==> src/core/nsx_pkg.sv <==
package nsx_pkg;

   // ----------------------------------------
   // Widths and reset values
   // ----------------------------------------
   localparam int DATA_W = 8;
   localparam int ADDR_W = 7;
   localparam logic [7:0] ACC_RST = 8'h00;
   localparam logic ZERO_RST = 1'b0;
   localparam logic DEST_ACC = 1'b0;
   localparam logic DEST_FILE = 1'b1;

   // ----------------------------------------
   // Operation codes from the decoder
   // ----------------------------------------
   typedef enum logic [3:0] {
      NSX_OP_NONE = 4'h1,
      NSX_OP_SWAP = 4'h2,
      NSX_OP_XORL = 4'h4,
      NSX_OP_XORF = 4'h8
   } nsx_op_e;

   // Decoded instruction
   typedef struct packed {
      logic valid;
      nsx_op_e op;
      logic dest;
      logic [ADDR_W-1:0] addr;
      logic [DATA_W-1:0] literal;
   } nsx_instr_s;

   // File register write-back request
   typedef struct packed {
      logic we;
      logic [ADDR_W-1:0] addr;
      logic [DATA_W-1:0] data;
   } nsx_fwr_s;

endpackage

==> src/core/nsx_alu.sv <==
`timescale 1ns/100ps
`default_nettype none
module nsx_alu (
   // Clock and reset
   input wire logic clock,
   input wire logic rst_n,
   // Decoded instruction
   input wire nsx_pkg::nsx_instr_s instr,
   // File register read port, combinational, addressed by instr.addr
   output logic [6:0] file_raddr,
   input wire logic [7:0] file_rdata,
   // File register write-back
   output nsx_pkg::nsx_fwr_s file_wr,
   // Core state
   output logic [7:0] acc,
   output logic zero_flag
);

   // ----------------------------------------
   // Datapath
   // ----------------------------------------
   logic [7:0] result;
   logic res_zero;
   logic [7:0] acc_q, acc_d;
   logic zero_q, zero_d;
   nsx_pkg::nsx_fwr_s wr_q, wr_d;
   logic is_xor;

   // ----------------------------------------
   // Decode helpers
   // ----------------------------------------
   // True for both XOR forms, the only ones allowed to touch the zero flag
   function automatic logic op_is_xor(input nsx_pkg::nsx_op_e op);
      return (op == nsx_pkg::NSX_OP_XORL) || (op == nsx_pkg::NSX_OP_XORF);
   endfunction

   // True for the forms that honour the destination select bit
   function automatic logic op_routes(input nsx_pkg::nsx_op_e op);
      return (op == nsx_pkg::NSX_OP_SWAP) || (op == nsx_pkg::NSX_OP_XORF);
   endfunction

   assign file_raddr = instr.addr;

   nsx_logic u_logic (
      .op(instr.op),
      .acc(acc_q),
      .file_data(file_rdata),
      .literal(instr.literal),
      .result(result),
      .zero(res_zero)
   );

   // Next-state: destination routing and flag update
   always_comb begin
      acc_d = acc_q;
      zero_d = zero_q;
      wr_d = '0;
      is_xor = op_is_xor(instr.op);
      if (instr.valid) begin
         if (is_xor) begin
            zero_d = res_zero;
         end
         if (instr.op == nsx_pkg::NSX_OP_XORL) begin
            acc_d = result;
         end else if (op_routes(instr.op)) begin
            // Same routing for swap and register XOR
            if (instr.dest == nsx_pkg::DEST_ACC) begin
               acc_d = result;
            end else begin
               wr_d.we = 1'b1;
               wr_d.addr = instr.addr;
               wr_d.data = result;
            end
         end
      end
   end

   // Registers
   always_ff @(posedge clock or negedge rst_n) begin
      if (!rst_n) begin
         acc_q <= nsx_pkg::ACC_RST;
         zero_q <= nsx_pkg::ZERO_RST;
         wr_q <= '0;
      end else begin
         acc_q <= acc_d;
         zero_q <= zero_d;
         wr_q <= wr_d;
      end
   end

   assign acc = acc_q;
   assign zero_flag = zero_q;
   assign file_wr = wr_q;
endmodule
`default_nettype wire

==> src/core/nsx_logic.sv <==
`timescale 1ns/100ps
`default_nettype none
module nsx_logic (
   // Operation and operands
   input wire nsx_pkg::nsx_op_e op,
   input wire logic [7:0] acc,
   input wire logic [7:0] file_data,
   input wire logic [7:0] literal,
   // Result
   output logic [7:0] result,
   output logic zero
);

   // Combinational result of the selected operation
   always_comb begin
      unique case (op)
         nsx_pkg::NSX_OP_SWAP: result = {file_data[3:0], file_data[7:4]};
         nsx_pkg::NSX_OP_XORL: result = acc ^ literal;
         nsx_pkg::NSX_OP_XORF: result = acc ^ file_data;
         default: result = 8'h00;
      endcase
   end

   // Zero detect, used only by XOR operations
   assign zero = (result == 8'h00);

endmodule
`default_nettype wire

==> config.mk <==
export PLATFORM = sky130hd
export DESIGN_NAME = nsx_alu
export DESIGN_NICKNAME = d
export VERILOG_FILES = /design/src/core/nsx_pkg.sv /design/src/core/nsx_alu.sv /design/src/core/nsx_logic.sv
export SDC_FILE = /design/constraint.sdc
export NUM_CORES = 1
export LEC_CHECK = 0
export ABC_AREA = 1
export BUFFER_PORTS_ARGS = -buffer_cell sky130_fd_sc_hd__buf_2
export CORE_ASPECT_RATIO = 0.75
export CORE_MARGIN = 4
export CORE_UTILIZATION = 49
export CTS_BUF_LIST = sky130_fd_sc_hd__clkbuf_8
export DETAILED_ROUTE_END_ITERATION = 12
export MAX_ROUTING_LAYER = met4
export PLACE_DENSITY = 0.87
export SETUP_SLACK_MARGIN = 0.1
export SLEW_MARGIN = 5
export SYNTH_ARGS = -nofsm -noshare
export SYNTH_HDL_FRONTEND = slang
export SYNTH_HIERARCHICAL = 1
export SYNTH_SLANG_ARGS = --single-unit
==> constraint.sdc <==
create_clock -name clock -period 1.2 [get_ports clock]
set_input_delay 0.24 -clock clock [delete_from_list [all_inputs] [get_ports clock]]
set_output_delay 0.24 -clock clock [all_outputs]
set_load 0.05 [all_outputs]
==> metrics.txt <==
status finished with violations; failing checks negative setup slack; Area Overhead vs Synth 74.3%; max layer used met4; post-synthesis compound-gate area fraction approximately 1.1%; initial core utilization 51.4%; clk root buf clkbuf_8; I/O Pins 63; Yosys cell types 19; largest net degree at the start of global routing 26; Worst Setup Slack, final -0.175 ns; worst min path class in2reg; antenna cell count 0; TritonCTS clock tree done; CTS clk-pin slew, worst paths 0.09 ns; mux contribution to synthesized area 0%; worst r2r path cells 8; synthesized area around 1500 µm²; largest cells by area after synthesis dfrtp_1, nand2_1, nand3_1; Starting DRT DRC Count 168; Max Fclk about 0.73 GHz; Die Span Y approximately 56 µm; Final Util roughly 90%; die area between 4000 and 5000 µm²; met3 wire length ~530 µm; Final Skew between 0.002 and 0.003 ns; dpl hpwl 2830 µm; Synth Warn # 6; Required @ worst endpoint about 1.4 ns; Post-Synth XOR/XNOR Area 0%; total CTS buffers 3; final period utilization 115%; Post-synth EDFFs 0; gpl congestion ~0.89; Final nets about 320; Post-Synthesis Cells about 190; Non-Filler Instances 327; Post-DRT Antenna Nets 0; vias in the first global route approximately 1500; worst skew pair latency 0.27 ns; Die X between 70 and 80 µm; fin. max-slew vios 0; Adder-Cell Fraction of Synth Area 0%; Rel. slew slack 64.5%; router iterations before antenna repair 4; Tmin final around 1.4 ns; Pwr Total between 0.002 and 0.0025 W; Avg Cell Area, Syn around 8 µm²; # port buffers a little over 60; Routed WL per cell between 15 and 20 µm; number of core rows 17; hold path start instr[8]; peak supply drop a little over 600 µV; reg2reg start acc[4]$_DFFE_PN0P_; Core Area 2940 µm²; Critical Path Slowest Stage Cell buf_12; RR Endpoint zero_flag$_DFFE_PN0P_; Synth top area share slightly above 40%; Seq/Total Area, Yosys between 40% and 50%; largest family of logic cells by synthesized area simple AND/OR/NAND/NOR gates; Via density 5.49; asr flop ratio synth 100%; CP max FO 6; M1 wire length 2070 µm; Inst Count DP slightly above 300; layout cells sized above 1 roughly three fifths; Pwr Density between 900 and 1000 nW/µm²; final wirelength between 5000 and 6000 µm; Worst Tran Pin Value approximately 0.53 ns; Final Hold Fails 0; DR vias ~1800; Post-synth top cells nand2_1, nand3_1, dfrtp_1, inv_1, nor2_1; Crit. End Element flip-flop; most common cell in the netlist nand2_1; initial antenna violation count 0; RSZ-0062 raised after global routing yes; critical path class in2reg; global route overflow 0; Yosys reg bits 25; simple-gate share of the synthesized area between 40% and 50%; worst hold endpoint file_wr[8]$_DFF_PN0_; cells along the critical path buf_8 > nor2_4 > buf_12 > nand2_8 > nand2_2 > nand3b_1 > nand3_2 > nand2_2 > nor2_2 > nand2_1 > nor2_1 > nand3_1 > nand2_1; syn nets around 220; Post-synth top flop dfrtp_1; WHS Path Cells 3; Global Route Usage Sum roughly a fifth; leading area contributor after synthesis dfrtp_1; Final setup violation count 12; setup slack, reg-to-reg -0.17 ns; first-pass GRT wire length roughly 6600 µm; Startpoint Class primary input; H-tree levels 1; # clock sinks 25; metal2 WL around 3000 µm; Pleak 1.36 nW; DR DRC count 0; max-cap viol count 0; WP data arrival between 1.5 and 2 ns; CTS max path bufs 2; Worst path max stage delay about 0.18 ns
state kept, by name, indices dropped and copies added (netlist names):
| name | cells |
|---|---|
| acc | 8 |
| file_wr | 16 |
| zero_flag | 1 |
how the worst max path moves through the flow:
stage / startpoint / endpoint / slack, ns / depth (start not counted)
floorplan: instr[16] / zero_flag$_DFFE_PN0P_ / -0.09 / 12
finish: instr[17] / zero_flag$_DFFE_PN0P_ / -0.17 / 13
global route: instr[17] / zero_flag$_DFFE_PN0P_ / -0.22 / 13
global placement: instr[18] / zero_flag$_DFFE_PN0P_ / -0.32 / 12
CTS: acc[2]$_DFFE_PN0P_ / zero_flag$_DFFE_PN0P_ / -0.02 / 9
detailed placement: instr[19] / zero_flag$_DFFE_PN0P_ / -0.36 / 10
layout make-up:
type                    count  area [µm²]
inverters                  26         108
clock buffers               3        41.3
fillers                   127         305
multi-input cells         136         962
flip-flops and latches     25         636
clock inverters             1        3.75
well taps                  38        47.5
repair buffers             98         832
metal layers:
layer	global-route usage, %	vias to the layer above
met1	26.0	841
met4	6.70	0
li1	-	790
met3	3.07	26
met5	-	-
met2	35.9	137
power by group:
group / total, W / internal [W] / switching, W
clock network: 0.000493 / 0.000229 / 0.000264
logic: 0.000938 / 0.000382 / 0.000556
registers: 0.000938 / 0.000888 / 0.0000496
total: 0.00237 / 0.00150 / 0.000870
cells in the final DEF (no fill, tap or decap), drive strengths merged:
cell type,instances
clkbuf,5
nor4b,1
nand2,67
nand3b,4
nor2,26
dfrtp,25
dlygate4sd3,1
buf,95
a21oi,1
inv,27
nand3,37
worst max-delay path, delay by kind of cell:
family                 cells  cell delay [ns]
AND/OR/NAND/NOR           11             1.06
buffers and inverters      2             0.28
stage by stage:
stage / setup WS [ns] / setup TNS (ns) / hold slack (ns) / cell area [µm²]
after floorplan: -0.0897 / -0.0897 / -0.0556 / 1540
after global placement: -0.319 / -4.46 / 0.246 / 2010
after detailed placement: -0.357 / -5.72 / 0.250 / 2010
after CTS: -0.0200 / -0.0398 / 0.178 / 2250
after global routing: -0.220 / -1.43 / 0.189 / 2630
final: -0.175 / -0.609 / 0.178 / 2630
cell families after synthesis:
kind of cell	Yosys count
AO/OA/AOI/OAI	1
buffers and inverters	35
flip-flops	25
AND/OR/NAND/NOR	132
repair_timing:
action,CTS,global route
setup buffers,2,10
hold buffers,1,0
resized for setup,46,75
endpoints found under the hold margin,25,0
gates cloned,2,2
setup endpoints to repair,30,44
pin swaps,5,44
No activity file was read; power rests on OpenSTA's default activity.
